**config.mk**
```make
export PLATFORM = sky130hd
export DESIGN_NAME = swa_socket_window_regs
export DESIGN_NICKNAME = d
export VERILOG_FILES = /design/src/pkg/swa_pkg.sv /design/src/hw/swa_win_match.sv /design/src/hw/swa_socket_window_regs.sv
export SDC_FILE = /design/constraint.sdc
export NUM_CORES = 1
export LEC_CHECK = 0
export ABC_CLOCK_PERIOD_IN_PS = 8900
export BUFFER_PORTS_ARGS = -buffer_cell sky130_fd_sc_hd__buf_2
export CAP_MARGIN = 15
export CORE_ASPECT_RATIO = 1.75
export CORE_MARGIN = 1
export CORE_UTILIZATION = 55
export CTS_BUF_LIST = sky130_fd_sc_hd__clkbuf_8 sky130_fd_sc_hd__clkbuf_16
export DETAILED_ROUTE_END_ITERATION = 16
export GPL_ROUTABILITY_DRIVEN = 0
export PLACE_DENSITY = 0.88
export SYNTH_ARGS = -nofsm -noshare
export SYNTH_HDL_FRONTEND = slang
export SYNTH_SLANG_ARGS = --single-unit
```
**constraint.sdc**
```tcl
create_clock -name sys_clk -period 8.9 [get_ports sys_clk]
set_input_delay 0.89 -clock sys_clk [delete_from_list [all_inputs] [get_ports sys_clk]]
set_output_delay 0.89 -clock sys_clk [all_outputs]
set_load 0.02 [all_outputs]
```
**src/pkg/swa_pkg.sv**
```systemverilog
//==============================================================
// Socket window address register constants
package swa_pkg;

    localparam int NUM_MEM_WIN = 5;
    localparam int NUM_IO_WIN = 2;

    //==========================================================
    // Register offsets from the socket base
    localparam logic [11:0] IO_WIN0_END_HIGH_OFS = 12'h80b;
    localparam logic [11:0] IO_WIN1_END_HIGH_OFS = 12'h80f;
    localparam logic [4:0][11:0] MEM_START_LOW_OFS = {
        12'h830, 12'h828, 12'h820, 12'h818, 12'h810};
    localparam logic [4:0][11:0] MEM_START_HIGH_OFS = {
        12'h831, 12'h829, 12'h821, 12'h819, 12'h811};

    //==========================================================
    // Start high byte fields
    localparam int WIDTH_SEL_BIT = 7;
    localparam int FAST_SEL_BIT = 6;
    localparam int SCRATCH_MSB = 5;
    localparam int SCRATCH_LSB = 4;
    localparam int NIBBLE_MSB = 3;
    localparam int NIBBLE_LSB = 0;

    //==========================================================
    // Reset value and read filler
    localparam logic [7:0] REG_RESET = 8'h00;
    localparam logic [7:0] UNMAPPED_READ = 8'h00;

    //==========================================================
    // Card address slice compared by a window
    localparam int CARD_ADDR_MSB = 23;
    localparam int CARD_ADDR_LSB = 12;

    //==========================================================
    // Cycle length codes, in ISA cycles; zero means standard
    localparam logic [1:0] CYC_STD = 2'h0;
    localparam logic [1:0] CYC_FAST8 = 2'h3;
    localparam logic [1:0] CYC_FAST16 = 2'h2;

endpackage : swa_pkg

```
**src/hw/swa_win_match.sv**
```systemverilog
`timescale 1ns/10ps
//==============================================================
// Memory window range match
module swa_win_match (
    input wire logic [4:0][11:0] winStart,
    input wire logic [4:0][11:0] winEnd,
    input wire logic [11:0] cardAddr,
    output logic hit,
    output logic [2:0] winIdx
);

    function automatic logic in_window(
        input logic [11:0] addr,
        input logic [11:0] lo,
        input logic [11:0] hi
    );
        in_window = (addr >= lo) && (addr <= hi);
    endfunction : in_window

    // Lowest numbered window wins on overlap
    always_comb begin
        hit = 1'b0;
        winIdx = 3'h0;
        for (int i = swa_pkg::NUM_MEM_WIN - 1; i >= 0; i--) begin
            if (in_window(cardAddr, winStart[i], winEnd[i])) begin
                hit = 1'b1;
                winIdx = 3'(i);
            end
        end
    end

endmodule : swa_win_match

```
**src/hw/swa_socket_window_regs.sv**
```systemverilog
`timescale 1ns/10ps
//==============================================================
// Contract
// - Each I/O window has an 8-bit end high register holding the top byte of its end.
// - The I/O window 0 and 1 end high registers sit at base plus 80Bh and 80Fh.
// - Five memory windows each have a start low register at 810h, 818h, 820h, 828h, 830h.
// - A start low register gives card address bits A19 to A12 of its window start.
// - All start low bits are read/write and reset to 00h.
// - Start high bits 3 to 0 give card address bits A23 to A20 of the window start.
// - Start high bit 7 picks 8-bit transfers when clear and 16-bit when set.
// - Start high bit 6 set shortens 8-bit cycles to three ISA cycles and 16-bit to two.
// - Start high bits 5 and 4 are plain read/write storage with no effect.
// - Start high registers sit at 811h, 819h, 821h, 829h, 831h and reset to 00h.
module swa_socket_window_regs (
    input wire logic sys_clk,
    input wire logic reset_n,
    input wire logic [11:0] cpuAddr,
    input wire logic cpuWrEn,
    input wire logic [7:0] cpuWrData,
    input wire logic cpuRdEn,
    output logic [7:0] cpuRdData,
    output logic cpuRdValid,
    output logic [7:0] ioWin0EndHigh,
    output logic [7:0] ioWin1EndHigh,
    output logic [4:0][11:0] memWinStart,
    output logic [4:0] windowWidthSelect,
    output logic [4:0] fastCycleSelect,
    input wire logic [4:0][11:0] memWinEnd,
    input wire logic accReq,
    input wire logic [23:0] accAddr,
    output logic accDone,
    output logic accHit,
    output logic [2:0] accWin,
    output logic accWidth16,
    output logic [1:0] accCycles
);

    //==========================================================
    // State
    typedef struct packed {
        logic [1:0][7:0] ioEndHi;
        logic [4:0][7:0] memStartLo;
        logic [4:0][7:0] memStartHi;
        logic [7:0] rdData;
        logic rdValid;
        logic accDone;
        logic accHit;
        logic [2:0] accWin;
        logic accWidth16;
        logic [1:0] accCycles;
    } swa_state_t;

    swa_state_t state_ff;
    swa_state_t nxt_state;
    logic [4:0][11:0] startAddr;
    logic matchHit;
    logic [2:0] matchWin;

    //==========================================================
    // Register read mux
    function automatic logic [7:0] read_byte(
        input swa_state_t st,
        input logic [11:0] addr
    );
        read_byte = swa_pkg::UNMAPPED_READ;
        if (addr == swa_pkg::IO_WIN0_END_HIGH_OFS) begin
            read_byte = st.ioEndHi[0];
        end
        if (addr == swa_pkg::IO_WIN1_END_HIGH_OFS) begin
            read_byte = st.ioEndHi[1];
        end
        for (int i = 0; i < swa_pkg::NUM_MEM_WIN; i++) begin
            if (addr == swa_pkg::MEM_START_LOW_OFS[i]) begin
                read_byte = st.memStartLo[i];
            end
            if (addr == swa_pkg::MEM_START_HIGH_OFS[i]) begin
                read_byte = st.memStartHi[i];
            end
        end
    endfunction : read_byte

    //==========================================================
    // Window start addresses
    always_comb begin
        for (int i = 0; i < swa_pkg::NUM_MEM_WIN; i++) begin
            startAddr[i] = {state_ff.memStartHi[i][swa_pkg::NIBBLE_MSB:swa_pkg::NIBBLE_LSB],
                state_ff.memStartLo[i]};
        end
    end

    swa_win_match u_match (
        .winStart(startAddr),
        .winEnd(memWinEnd),
        .cardAddr(accAddr[swa_pkg::CARD_ADDR_MSB:swa_pkg::CARD_ADDR_LSB]),
        .hit(matchHit),
        .winIdx(matchWin)
    );

    //==========================================================
    // Next state
    always_comb begin
        nxt_state = state_ff;
        nxt_state.rdValid = 1'b0;
        nxt_state.accDone = 1'b0;
        // Read sees the value before a same-cycle write
        if (cpuRdEn) begin
            nxt_state.rdValid = 1'b1;
            nxt_state.rdData = read_byte(state_ff, cpuAddr);
        end
        if (cpuWrEn) begin
            if (cpuAddr == swa_pkg::IO_WIN0_END_HIGH_OFS) begin
                nxt_state.ioEndHi[0] = cpuWrData;
            end
            if (cpuAddr == swa_pkg::IO_WIN1_END_HIGH_OFS) begin
                nxt_state.ioEndHi[1] = cpuWrData;
            end
            for (int i = 0; i < swa_pkg::NUM_MEM_WIN; i++) begin
                if (cpuAddr == swa_pkg::MEM_START_LOW_OFS[i]) begin
                    nxt_state.memStartLo[i] = cpuWrData;
                end
                if (cpuAddr == swa_pkg::MEM_START_HIGH_OFS[i]) begin
                    nxt_state.memStartHi[i] = cpuWrData;
                end
            end
        end
        if (accReq) begin
            nxt_state.accDone = 1'b1;
            nxt_state.accHit = matchHit;
            nxt_state.accWin = matchWin;
            nxt_state.accWidth16 = 1'b0;
            nxt_state.accCycles = swa_pkg::CYC_STD;
            if (matchHit) begin
                nxt_state.accWidth16 =
                    state_ff.memStartHi[matchWin][swa_pkg::WIDTH_SEL_BIT];
                if (state_ff.memStartHi[matchWin][swa_pkg::FAST_SEL_BIT]) begin
                    if (state_ff.memStartHi[matchWin][swa_pkg::WIDTH_SEL_BIT]) begin
                        nxt_state.accCycles = swa_pkg::CYC_FAST16;
                    end else begin
                        nxt_state.accCycles = swa_pkg::CYC_FAST8;
                    end
                end
            end
        end
        if (!reset_n) begin
            nxt_state = '0;
            nxt_state.ioEndHi = {2{swa_pkg::REG_RESET}};
            nxt_state.memStartLo = {5{swa_pkg::REG_RESET}};
            nxt_state.memStartHi = {5{swa_pkg::REG_RESET}};
            nxt_state.accCycles = swa_pkg::CYC_STD;
        end
    end

    always_ff @(posedge sys_clk) begin
        state_ff <= nxt_state;
    end

    //==========================================================
    // Outputs
    assign cpuRdData = state_ff.rdData;
    assign cpuRdValid = state_ff.rdValid;
    assign ioWin0EndHigh = state_ff.ioEndHi[0];
    assign ioWin1EndHigh = state_ff.ioEndHi[1];
    assign memWinStart = startAddr;
    assign accDone = state_ff.accDone;
    assign accHit = state_ff.accHit;
    assign accWin = state_ff.accWin;
    assign accWidth16 = state_ff.accWidth16;
    assign accCycles = state_ff.accCycles;

    always_comb begin
        for (int i = 0; i < swa_pkg::NUM_MEM_WIN; i++) begin
            windowWidthSelect[i] = state_ff.memStartHi[i][swa_pkg::WIDTH_SEL_BIT];
            fastCycleSelect[i] = state_ff.memStartHi[i][swa_pkg::FAST_SEL_BIT];
        end
    end

    //==========================================================
    // Checks
    property p_io0_end;
        @(posedge sys_clk) disable iff (!reset_n)
        (cpuWrEn && cpuAddr == 12'h80b) |=> (ioWin0EndHigh == $past(cpuWrData));
    endproperty
    a_io0_end: assert property (p_io0_end)
        else $error("I/O window 0 end high not written");

    property p_io1_readback;
        @(posedge sys_clk) disable iff (!reset_n)
        (cpuWrEn && cpuAddr == 12'h80f) ##1 (cpuRdEn && !cpuWrEn && cpuAddr == 12'h80f)
            |=> (cpuRdValid && cpuRdData == $past(cpuWrData, 2));
    endproperty
    a_io1_readback: assert property (p_io1_readback)
        else $error("I/O window 1 end high readback wrong");

    property p_low4_write;
        @(posedge sys_clk) disable iff (!reset_n)
        (cpuWrEn && cpuAddr == 12'h830) |=> (memWinStart[4][7:0] == $past(cpuWrData));
    endproperty
    a_low4_write: assert property (p_low4_write)
        else $error("Window 4 start low not written");

    property p_low_addr;
        @(posedge sys_clk) disable iff (!reset_n)
        (cpuWrEn && cpuAddr == 12'h818) |=> (memWinStart[1][7:0] == $past(cpuWrData)
            && memWinStart[1][11:8] == $past(memWinStart[1][11:8]));
    endproperty
    a_low_addr: assert property (p_low_addr)
        else $error("Start low does not map to A19-A12");

    property p_low_readback;
        @(posedge sys_clk) disable iff (!reset_n)
        (cpuWrEn && cpuAddr == 12'h820) ##1 (cpuRdEn && !cpuWrEn && cpuAddr == 12'h820)
            |=> (cpuRdData == $past(cpuWrData, 2));
    endproperty
    a_low_readback: assert property (p_low_readback)
        else $error("Start low readback wrong");

    property p_high_nibble;
        @(posedge sys_clk) disable iff (!reset_n)
        (cpuWrEn && cpuAddr == 12'h811) |=> (memWinStart[0][11:8] == $past(cpuWrData[3:0]));
    endproperty
    a_high_nibble: assert property (p_high_nibble)
        else $error("Start nibble does not map to A23-A20");

    property p_width_bit;
        @(posedge sys_clk) disable iff (!reset_n)
        (cpuWrEn && cpuAddr == 12'h819) |=> (windowWidthSelect[1] == $past(cpuWrData[7]));
    endproperty
    a_width_bit: assert property (p_width_bit)
        else $error("Width select not taken from bit 7");

    property p_fast_cycles;
        @(posedge sys_clk) disable iff (!reset_n)
        (accDone && accCycles != 2'h0) |-> (accHit
            && accCycles == (accWidth16 ? 2'h2 : 2'h3));
    endproperty
    a_fast_cycles: assert property (p_fast_cycles)
        else $error("Shortened cycle count wrong");

    property p_scratch_inert;
        @(posedge sys_clk) disable iff (!reset_n)
        (cpuWrEn && cpuAddr == 12'h821 && cpuWrData[7:6] == state_ff.memStartHi[2][7:6])
            |=> ($stable(windowWidthSelect) && $stable(fastCycleSelect));
    endproperty
    a_scratch_inert: assert property (p_scratch_inert)
        else $error("Scratch bits changed window behaviour");

    property p_reset_zero;
        @(posedge sys_clk)
        !reset_n |=> (windowWidthSelect == 5'h00 && fastCycleSelect == 5'h00
            && memWinStart == 60'h0 && ioWin0EndHigh == 8'h00 && !accDone);
    endproperty
    a_reset_zero: assert property (p_reset_zero)
        else $error("Registers not cleared by reset");

    property p_miss_default;
        @(posedge sys_clk) disable iff (!reset_n)
        accReq |=> (accDone && (accHit || (!accWidth16 && accCycles == 2'h0)));
    endproperty
    a_miss_default: assert property (p_miss_default)
        else $error("Miss carried window settings");

    property p_io1_end;
        @(posedge sys_clk) disable iff (!reset_n)
        (cpuWrEn && cpuAddr == 12'h80f) |=> (ioWin1EndHigh == $past(cpuWrData));
    endproperty
    a_io1_end: assert property (p_io1_end)
        else $error("I/O window 1 end high not written");

    property p_low0_write;
        @(posedge sys_clk) disable iff (!reset_n)
        (cpuWrEn && cpuAddr == 12'h810) |=> (memWinStart[0][7:0] == $past(cpuWrData));
    endproperty
    a_low0_write: assert property (p_low0_write)
        else $error("Window 0 start low not written");

    property p_unmapped_read;
        @(posedge sys_clk) disable iff (!reset_n)
        (cpuRdEn && cpuAddr == 12'h812) |=> (cpuRdValid && cpuRdData == 8'h00);
    endproperty
    a_unmapped_read: assert property (p_unmapped_read)
        else $error("Unmapped offset did not read zero");

    property p_unmapped_write;
        @(posedge sys_clk) disable iff (!reset_n)
        (cpuWrEn && cpuAddr == 12'h812) |=> ($stable(memWinStart) && $stable(ioWin0EndHigh)
            && $stable(ioWin1EndHigh));
    endproperty
    a_unmapped_write: assert property (p_unmapped_write)
        else $error("Unmapped write changed a register");

    property p_rd_valid;
        @(posedge sys_clk) disable iff (!reset_n)
        cpuRdEn |=> cpuRdValid;
    endproperty
    a_rd_valid: assert property (p_rd_valid)
        else $error("Read not answered one cycle later");

    property p_rd_pulse;
        @(posedge sys_clk) disable iff (!reset_n)
        !cpuRdEn |=> !cpuRdValid;
    endproperty
    a_rd_pulse: assert property (p_rd_pulse)
        else $error("Read valid without a read");

    property p_high4_nibble;
        @(posedge sys_clk) disable iff (!reset_n)
        (cpuWrEn && cpuAddr == 12'h831) |=> (memWinStart[4][11:8] == $past(cpuWrData[3:0]));
    endproperty
    a_high4_nibble: assert property (p_high4_nibble)
        else $error("Window 4 start high not written");

    property p_fast_bit;
        @(posedge sys_clk) disable iff (!reset_n)
        (cpuWrEn && cpuAddr == 12'h829) |=> (fastCycleSelect[3] == $past(cpuWrData[6]));
    endproperty
    a_fast_bit: assert property (p_fast_bit)
        else $error("Fast select not taken from bit 6");

    property p_miss_clear;
        @(posedge sys_clk) disable iff (!reset_n)
        (accDone && !accHit) |-> (accWin == 3'h0 && !accWidth16 && accCycles == 2'h0);
    endproperty
    a_miss_clear: assert property (p_miss_clear)
        else $error("Miss answer not cleared");

    property p_hit_width;
        @(posedge sys_clk) disable iff (!reset_n)
        (accReq && !cpuWrEn) |=> (!accHit || accWidth16 == windowWidthSelect[accWin]);
    endproperty
    a_hit_width: assert property (p_hit_width)
        else $error("Hit width differs from window setting");

    property p_hit_range;
        @(posedge sys_clk) disable iff (!reset_n)
        ((accReq && !cpuWrEn) ##1 $stable(memWinEnd)) |-> (!accHit
            || ($past(accAddr[23:12]) >= memWinStart[accWin]
            && $past(accAddr[23:12]) <= memWinEnd[accWin]));
    endproperty
    a_hit_range: assert property (p_hit_range)
        else $error("Hit outside window range");

endmodule : swa_socket_window_regs

```
==> results of run 1 <==
-- kinds of logic after synthesis --
family | count (synthesis)
flops | 113
compound gates | 236
fa+ha+maj | 120
simple gates | 318
buf+inv | 258
mux | 56
-- metal layers --
layer | share of wire (%) | global-route usage (%) | up-vias
li1 | - | - | 3908
met1 | 35 | 36.98 | 3830
met2 | 47 | 56.61 | 524
met3 | 10 | 9.491 | 151
met4 | 8.0 | 25.06 | 0
met5 | 0 | 0 | -
-- worst max-delay path by stage --
| stage | start | end | slack (ps) | cells after the start |
|---|---|---|---|---|
| after floorplan | accAddr[12] | accCycles[0] | 5490 | 12 |
| after global placement | accAddr[12] | accCycles[0] | 4630 | 13 |
| after detailed placement | accAddr[12] | accCycles[0] | 4580 | 13 |
| after CTS | accAddr[12] | accCycles[0] | 5010 | 13 |
| after global routing | accAddr[12] | accCycles[0] | 4820 | 13 |
| final | accAddr[12] | accCycles[0] | 4880 | 13 |
-- Yosys cell counts, types with 3 or more instances --
cell type	count
nand2_1	121
ha_1	120
a21oi_1	117
inv_1	116
dfxtp_1	113
buf_4	99
nor2_1	73
nand3_1	60
mux2i_1	46
o21ai_0	40
clkbuf_1	33
nand4_1	18
a222oi_1	15
a31oi_1	10
mux2_2	10
nand2b_1	10
o211ai_1	9
nor3_1	8
a21o_1	5
and2_1	5
buf_2	5
nor2b_1	5
o21ai_1	5
nand3b_1	4
o21a_1	4
o31ai_1	4
a211oi_1	3
o31a_1	3
or2_2	3
-- critical path: cells and delay by family --
family	cells	cell delay (ps)
AND/OR/NAND/NOR	2	180
AO/OA/AOI/OAI	7	1890
multiplexers	1	400
buffers and inverters	2	610
adder cells (fa/ha/maj)	1	360
-- sequential cells by signal, summed over array words and instances (netlist names) --
register	count
accWin	3
cpuRdValid	1
accHit	1
fastCycleSelect	5
accCycles	2
ioWin0EndHigh	8
ioWin1EndHigh	8
state_ff	10
accWidth16	1
accDone	1
cpuRdData	8
windowWidthSelect	5
memWinStart	60
-- final cells by class --
cell class                 count  area [µm²]
clock buffer                  18       439.2
inverter                     119       446.7
clock inverter                14       156.4
timing repair buffer         202        1018
multi-input combinational    730        4981
tap                          186       232.7
fill                        1335        5778
sequential                   113        2262
-- power breakdown --
group | internal [W] | total [W] | switching [W]
sequential | 0.000509 | 0.000510 | 0.00000122
clock | 0.000422 | 0.000685 | 0.000263
combinational | 0.0000745 | 0.000196 | 0.000121
-- per-stage QoR --
step / power [W] / area [µm²] / worst slack [ps]
after CTS: 0.001389 / 9529 / 5014
after detailed placement: 0.0007122 / 8934 / 4582
after global routing: 0.001436 / 9537 / 4815
after floorplan: 0.0006414 / 8589 / 5492
final: 0.001390 / 9537 / 4879
after global placement: 0.0007045 / 8934 / 4625
==> implementation parameters, run 1 <==
Parameter                              Value

Status
  Outcome    completed

Synthesis
  Count of cell types in the netlist    59
  Synthesized-area fraction occupied by ao, oa, aoi and oai cells    between 15 and 20%
  Number of instances in the synthesized netlist    1101
  Share of flip-flops with an asynchronous set or reset    0%
  Predominant post-synthesis flop cell    dfxtp_1
  Synthesized netlist net count    roughly 1300
  Synthesized-area fraction occupied by xor and xnor cells    0%
  Leading area contributor after synthesis    dfxtp_1
  Post-Synth Simple-Gate Area    about 17%
  Arithmetic-cell share of the synthesized area counting full adders, half adders and majority gates    ~17%
  Share of the yosys chip area belonging to registers    a little over a quarter
  Total of warnings raised by yosys    0
  Proportion of netlist area held by the largest area contributor    26.34%
  Synthesized area per cell    a little under 8 µm²
  Netlist area before placement    roughly 8600 µm²
  Combinational family with the most area after synthesis    adder cells
  Share of synthesized area spent on multiplexers    about 6.7%
  Number of enable flip-flop cells after synthesis    0
  Number of register bits inferred by synthesis    approximately 110
  Area contributors post-synth    dfxtp_1, ha_1, buf_4, a21oi_1, mux2i_1

CTS
  Clock-pin transition on the worst setup and hold timing paths    roughly 60 ps
  Later-pin clock latency in the skew report    ~420 ps
  CTS H-tree depth    4
  Post-CTS repair timing setup buffer count    0
  Clock root buffer    clkbuf_16
  Clock tree from TritonCTS    done
  Number of hold buffers added after CTS    0
  Largest buffer count on any clock path    2
  Number of sinks on the clock net    113
  CTS buffer count    17
  Post-CTS sizing    0

STA
  Maximum clock skew at final layout    between 6 and 7 ps
  Final Max Tran Viols    0
  Unrepaired setup endpoints after global routing    false
  Post-layout min period    slightly above 4000 ps
  Post-route setup TNS    0 ps
  Tightest Pin Transition    ~1200 ps
  Worst-case headroom to the max-slew limit    22.28%
  Number of setup violations in the final report    0
  Fmax    between 200 and 250 MHz
  Final count of hold timing violations    0
  Final period utilization    a little under half
  Worst Hold Margin    about 460 ps

Route
  DR pass1 iterations    8
  Via/cell ratio    slightly above 6
  DR vias    ~8400
  Number of remaining DRC errors    0
  Initial detailed-routing violation count    about 1100
  Routed len/inst    19.56 µm
  Antenna viol nets, final    0
  Routed WL    between 20000 and 30000 µm

GRT
  First-pass GRT wire length    41970 µm
  Overall global routing resource usage    between 30% and 40%
  Via count of the first global-routing pass    between 8000 and 9000
  Number of antenna violations at the first check in global routing    0
  Maximum number of pins on one net before global-route repair    between 80 and 90
  Overall overflow remaining after global route    0

Worst hold path
  Hold WC Path Type    flop to flop
  Destination of the worst hold path    state_ff[22]
  Worst Hold Depth    2
  Start point of the worst hold path    state_ff[22]

Cells and area
  # nets final    between 1000 and 1500
  Most frequent standard cell in the layout excluding fill and tap cells    buf_2
  Fraction of the core area covered by cells at the end of the flow    between 60 and 70%
  Most used cells in the layout excluding fill and tap cells    buf_2, nand2_1, ha_1
  Antenna diodes    0
  Proportion of layout cells with a drive suffix above 1    between 20% and 30%
  Number of standard cells in the final layout excluding fillers    roughly 1400
  Synth-to-layout area growth    11.03%

Floorplan
  Die Outline Area    16140 µm²
  Standard-cell row count    60
  Effective utilization at floorplan    56.09%
  Area of the core    15310 µm²
  Top-level port count    212
  Chip Width    between 90 and 100 µm
  Die boundary height    ~170 µm

Setup path
  Kind of launch point of the worst setup path    input pin
  Highest fanout seen on the critical path    10
  Class of the most critical setup path    input pin to flop
  Worst R2R Setup Slack    5530 ps
  Ordered cell list for the critical path    buf_2, inv_1, ha_1, nor2_1, a21oi_1, a2111oi_0, o31a_1, o311ai_0, a21oi_1, mux2_2, a311oi_2, nor2_1, a32o_1
  Slowest Stage Delay on Critical Path    roughly 510 ps
  Critical register-to-register path endpoint    accCycles[0]
  Cell with the biggest individual delay on the critical path    inv_1
  CP Capture Type    flop
  Reg2reg path depth    11
  Data required, critical path    approximately 9200 ps
  Launch point of the worst reg-to-reg path    memWinStart[28]
  Crit path arrival time    around 4300 ps

Place
  Detailed placement HPWL    slightly below 20000 µm
  Count of buffers inserted at the top-level ports    ~200
  Number of cells after detailed placement    between 1000 and 1500

Run
  Max-capacitance violation count    0

Power and ir drop
  Areal power density over the cells    approximately 150 nW/µm²
  Leakage    between 4 and 5 nW
  Worst-case vdd ir drop    151.8 µV
Note: power is estimated with default switching activity, not from simulation.
==> run 2, diff against run 1 <==
Settings changed: ABC_AREA set to 1, ABC_CLOCK_PERIOD_IN_PS 8900 to 3500, CORE_UTILIZATION 55 to 50, PLACE_DENSITY 0.88 to 0.84.
Clock period 8.9 ns to 3.5 ns, I/O delays scaled along.
==> run 2 against run 1 <==
  * Critical path depth increased by 2
  * Final area increased by 3.4%
  * Sequential power increased to 2.5 times the previous value
  * Global-route usage decreased by 3.2 points
  * Count of clock-buffer cells in the layout increased by 5
  * Cell count increased by 18%
  * Routed wire length increased by 3.3%
  * Die area increased by 13%
  * Setup slack got worse by 3700 ps
  * Flip-flop and latch count unchanged
==> implementation parameters, run 2 <==
Parameter                              Value

Status
  Outcome    completed

Route
  DR pass1 iterations    6
  DR vias    just under 9000
  Initial detailed-routing violation count    between 600 and 700
  Via/cell ratio    roughly 5.4
  Routed len/inst    17.09 µm
  Antenna viol nets, final    0
  Number of remaining DRC errors    0
  Routed WL    about 28000 µm

Cells and area
  Number of standard cells in the final layout excluding fillers    around 1600
  Synth-to-layout area growth    11.26%
  # nets final    1621
  FILL cells    about 1700
  Max reg flops    60
  Most frequent standard cell in the layout excluding fill and tap cells    nand2_1
  Antenna diodes    0
  Proportion of layout cells with a drive suffix above 1    18.73%
  Most used cells in the layout excluding fill and tap cells    nand2_1, inv_1, buf_2

Floorplan
  Top-level port count    around 210
  Standard-cell row count    64
  Area of the core    roughly 17000 µm²
  Effective utilization at floorplan    about half
  Chip Width    slightly above 100 µm
  Die boundary height    roughly 180 µm
  Die Outline Area    about 18000 µm²

Place
  Number of cells after detailed placement    1604
  Detailed placement HPWL    roughly 21000 µm
  Count of buffers inserted at the top-level ports    approximately 200

STA
  Final period utilization    between 60% and 70%
  Post-route setup TNS    0 ps
  Maximum clock skew at final layout    6.391 ps
  Final count of hold timing violations    0
  Fmax    approximately 420 MHz
  Number of setup violations in the final report    0
  Tightest Pin Transition    between 800 and 900 ps
  Worst-case headroom to the max-slew limit    between 40% and 50%
  Unrepaired setup endpoints after global routing    false
  Post-layout min period    approximately 2400 ps
  Final Max Tran Viols    0

Setup path
  Crit path arrival time    about 2700 ps
  Critical path startpoint    memWinStart[23]
  Library cell appearing most often on the critical path    nand2_1
  Reg2reg path depth    15
  Worst R2R Setup Slack    1130 ps
  Kind of launch point of the worst setup path    flop
  Cell with the biggest individual delay on the critical path    dfxtp_1
  Class of the most critical setup path    flop to flop
  End point of the critical path    accCycles[0]
  Crit-path leading delay family    simple AND/OR/NAND/NOR gates
  Critical register-to-register path endpoint    accCycles[0]
  Ordered cell list for the critical path    inv_1, ha_1, nand2_1, nor2_1, and2_1, nand2_1, nand4_1, nand2_1, nand2_2, inv_2, nand2_1, inv_1, a21oi_1, nand3_1, a21oi_1
  Slowest Stage Delay on Critical Path    a little under 400 ps
  CP Capture Type    flop
  Highest fanout seen on the critical path    4
  Data required, critical path    3830 ps
  Critical path buffer and inverter count    3
  Launch point of the worst reg-to-reg path    memWinStart[23]
  Critical Path Stages    15

Synthesis
  Share of the yosys chip area belonging to registers    between 20% and 30%
  Cell with the most instances after synthesis    nand2_1
  Leading area contributor after synthesis    dfxtp_1
  Synthesized area per cell    about 6.8 µm²
  Number of instances in the synthesized netlist    about 1300
  Proportion of netlist area held by the largest area contributor    between 20% and 30%
  Synthesized netlist net count    ~1500
  Number of register bits inferred by synthesis    roughly 110
  Share of flip-flops with an asynchronous set or reset    0%
  Total of warnings raised by yosys    0
  Count of cell types in the netlist    32
  Predominant post-synthesis flop cell    dfxtp_1
  List of most frequent post-synthesis cells    nand2_1, inv_1, a21oi_1
  Netlist area before placement    a little under 9000 µm²
  Number of enable flip-flop cells after synthesis    0
  Area contributors post-synth    dfxtp_1, ha_1, nand2_1, inv_1, buf_4

CTS
  CTS H-tree depth    4
  Post-CTS sizing    0
  Later-pin clock latency in the skew report    420 ps
  Number of sinks on the clock net    roughly 110
  Clock root buffer    clkbuf_16
  Clock tree from TritonCTS    done
  Number of hold buffers added after CTS    0
  CTS buffer count    17
  Post-CTS repair timing setup buffer count    0
  Largest buffer count on any clock path    2
  Clock-pin transition on the worst setup and hold timing paths    60 ps

GRT
  Number of antenna violations at the first check in global routing    0
  First-pass GRT wire length    roughly 42000 µm
  Via count of the first global-routing pass    8272
  Overall global routing resource usage    approximately a third
  Maximum number of pins on one net before global-route repair    95
  Overall overflow remaining after global route    0

Power and ir drop
  Worst-case vdd ir drop    ~340 µV
  Areal power density over the cells    353.9 nW/µm²
  Total design power    approximately 0.0035 W
  Leakage    between 5 and 6 nW

Worst hold path
  Hold WC Path Type    input pin to flop

Run
  Max-capacitance violation count    0
[run 2: cell types whose count changed after synthesis, moves of 9 or more]
| cell | delta |
|---|---|
| a21oi_1 | +27 |
| nand3_1 | -18 |
| nand2b_1 | -10 |
| clkbuf_1 | -15 |
| nand2_1 | +133 |
| o21ai_0 | +62 |
| o211ai_1 | -9 |
| a222oi_1 | -15 |
| a31oi_1 | -10 |
| inv_1 | +100 |
| mux2i_1 | -46 |
| mux2_2 | -10 |
[run 2: worst min-delay path by stage]
| stage | start | to | cells past startpoint |
|---|---|---|---|
| 6_report | accReq | accDone | 3 |
| 5_1_grt | accReq | accDone | 3 |
| 4_1_cts | accReq | accDone | 3 |
| 3_5_place_dp | state_ff[54] | state_ff[54] | 2 |
| 3_3_place_gp | state_ff[54] | state_ff[54] | 2 |
| 2_1_floorplan | state_ff[53] | state_ff[53] | 2 |
[run 2: report_power, final]
part,internal [W],switching [W]
logic,0.000188,0.000337
clock network,0.00107,0.000595
registers,0.00130,0.00000373
total,0.00255,0.000936
[run 2: kinds of logic after synthesis]
kind of cell	synth area share, %
AOI/OAI and AO/OA	16.54
adders and majority gates	16.94
buffers and inverters	19.18
DFF	25.52
and+or+nand+nor	21.82
[run 2: area by class of cell]
class	instances	area [µm²]	area share [%]
Inverter	223	837.1	8.487
Tap cell	231	289.0	2.930
Multi-Input combinational cell	837	4902	49.70
Clock buffer	23	508.0	5.150
Clock inverter	8	61.31	0.6216
Sequential cell	113	2262	22.94
Timing Repair Buffer	200	1003	10.17
[run 2: layer usage]
layer | GRT usage, % | share of wire [%]
met5 | 0 | 0
met4 | 24.46 | 7.8
met3 | 7.798 | 8.3
met2 | 53.14 | 48
met1 | 32.27 | 35
[run 2: stage by stage]
stage / setup slack [ps] / cell area, µm² / utilization (%) / hold WS (ps)
global placement: 974.1 / 9294 / 53.49 / 435.4
floorplan: 1558 / 8865 / - / 420.6
detailed placement: 945.1 / 9294 / 53.49 / 444.3
global route: 864.1 / 9863 / 56.76 / 247.9
finish: 1132 / 9863 / 56.76 / 233.1
CTS: 1179 / 9863 / 56.76 / 223.0
[run 2: worst reg2reg max path: cells and delay by family, from the launching register on]
family                     cells  cell delay (ps)
buffers and inverters          3              210
adders and majority gates      1              300
and+or+nand+nor                9             1080
AOI/OAI and AO/OA              2              290
DFF                            1              390
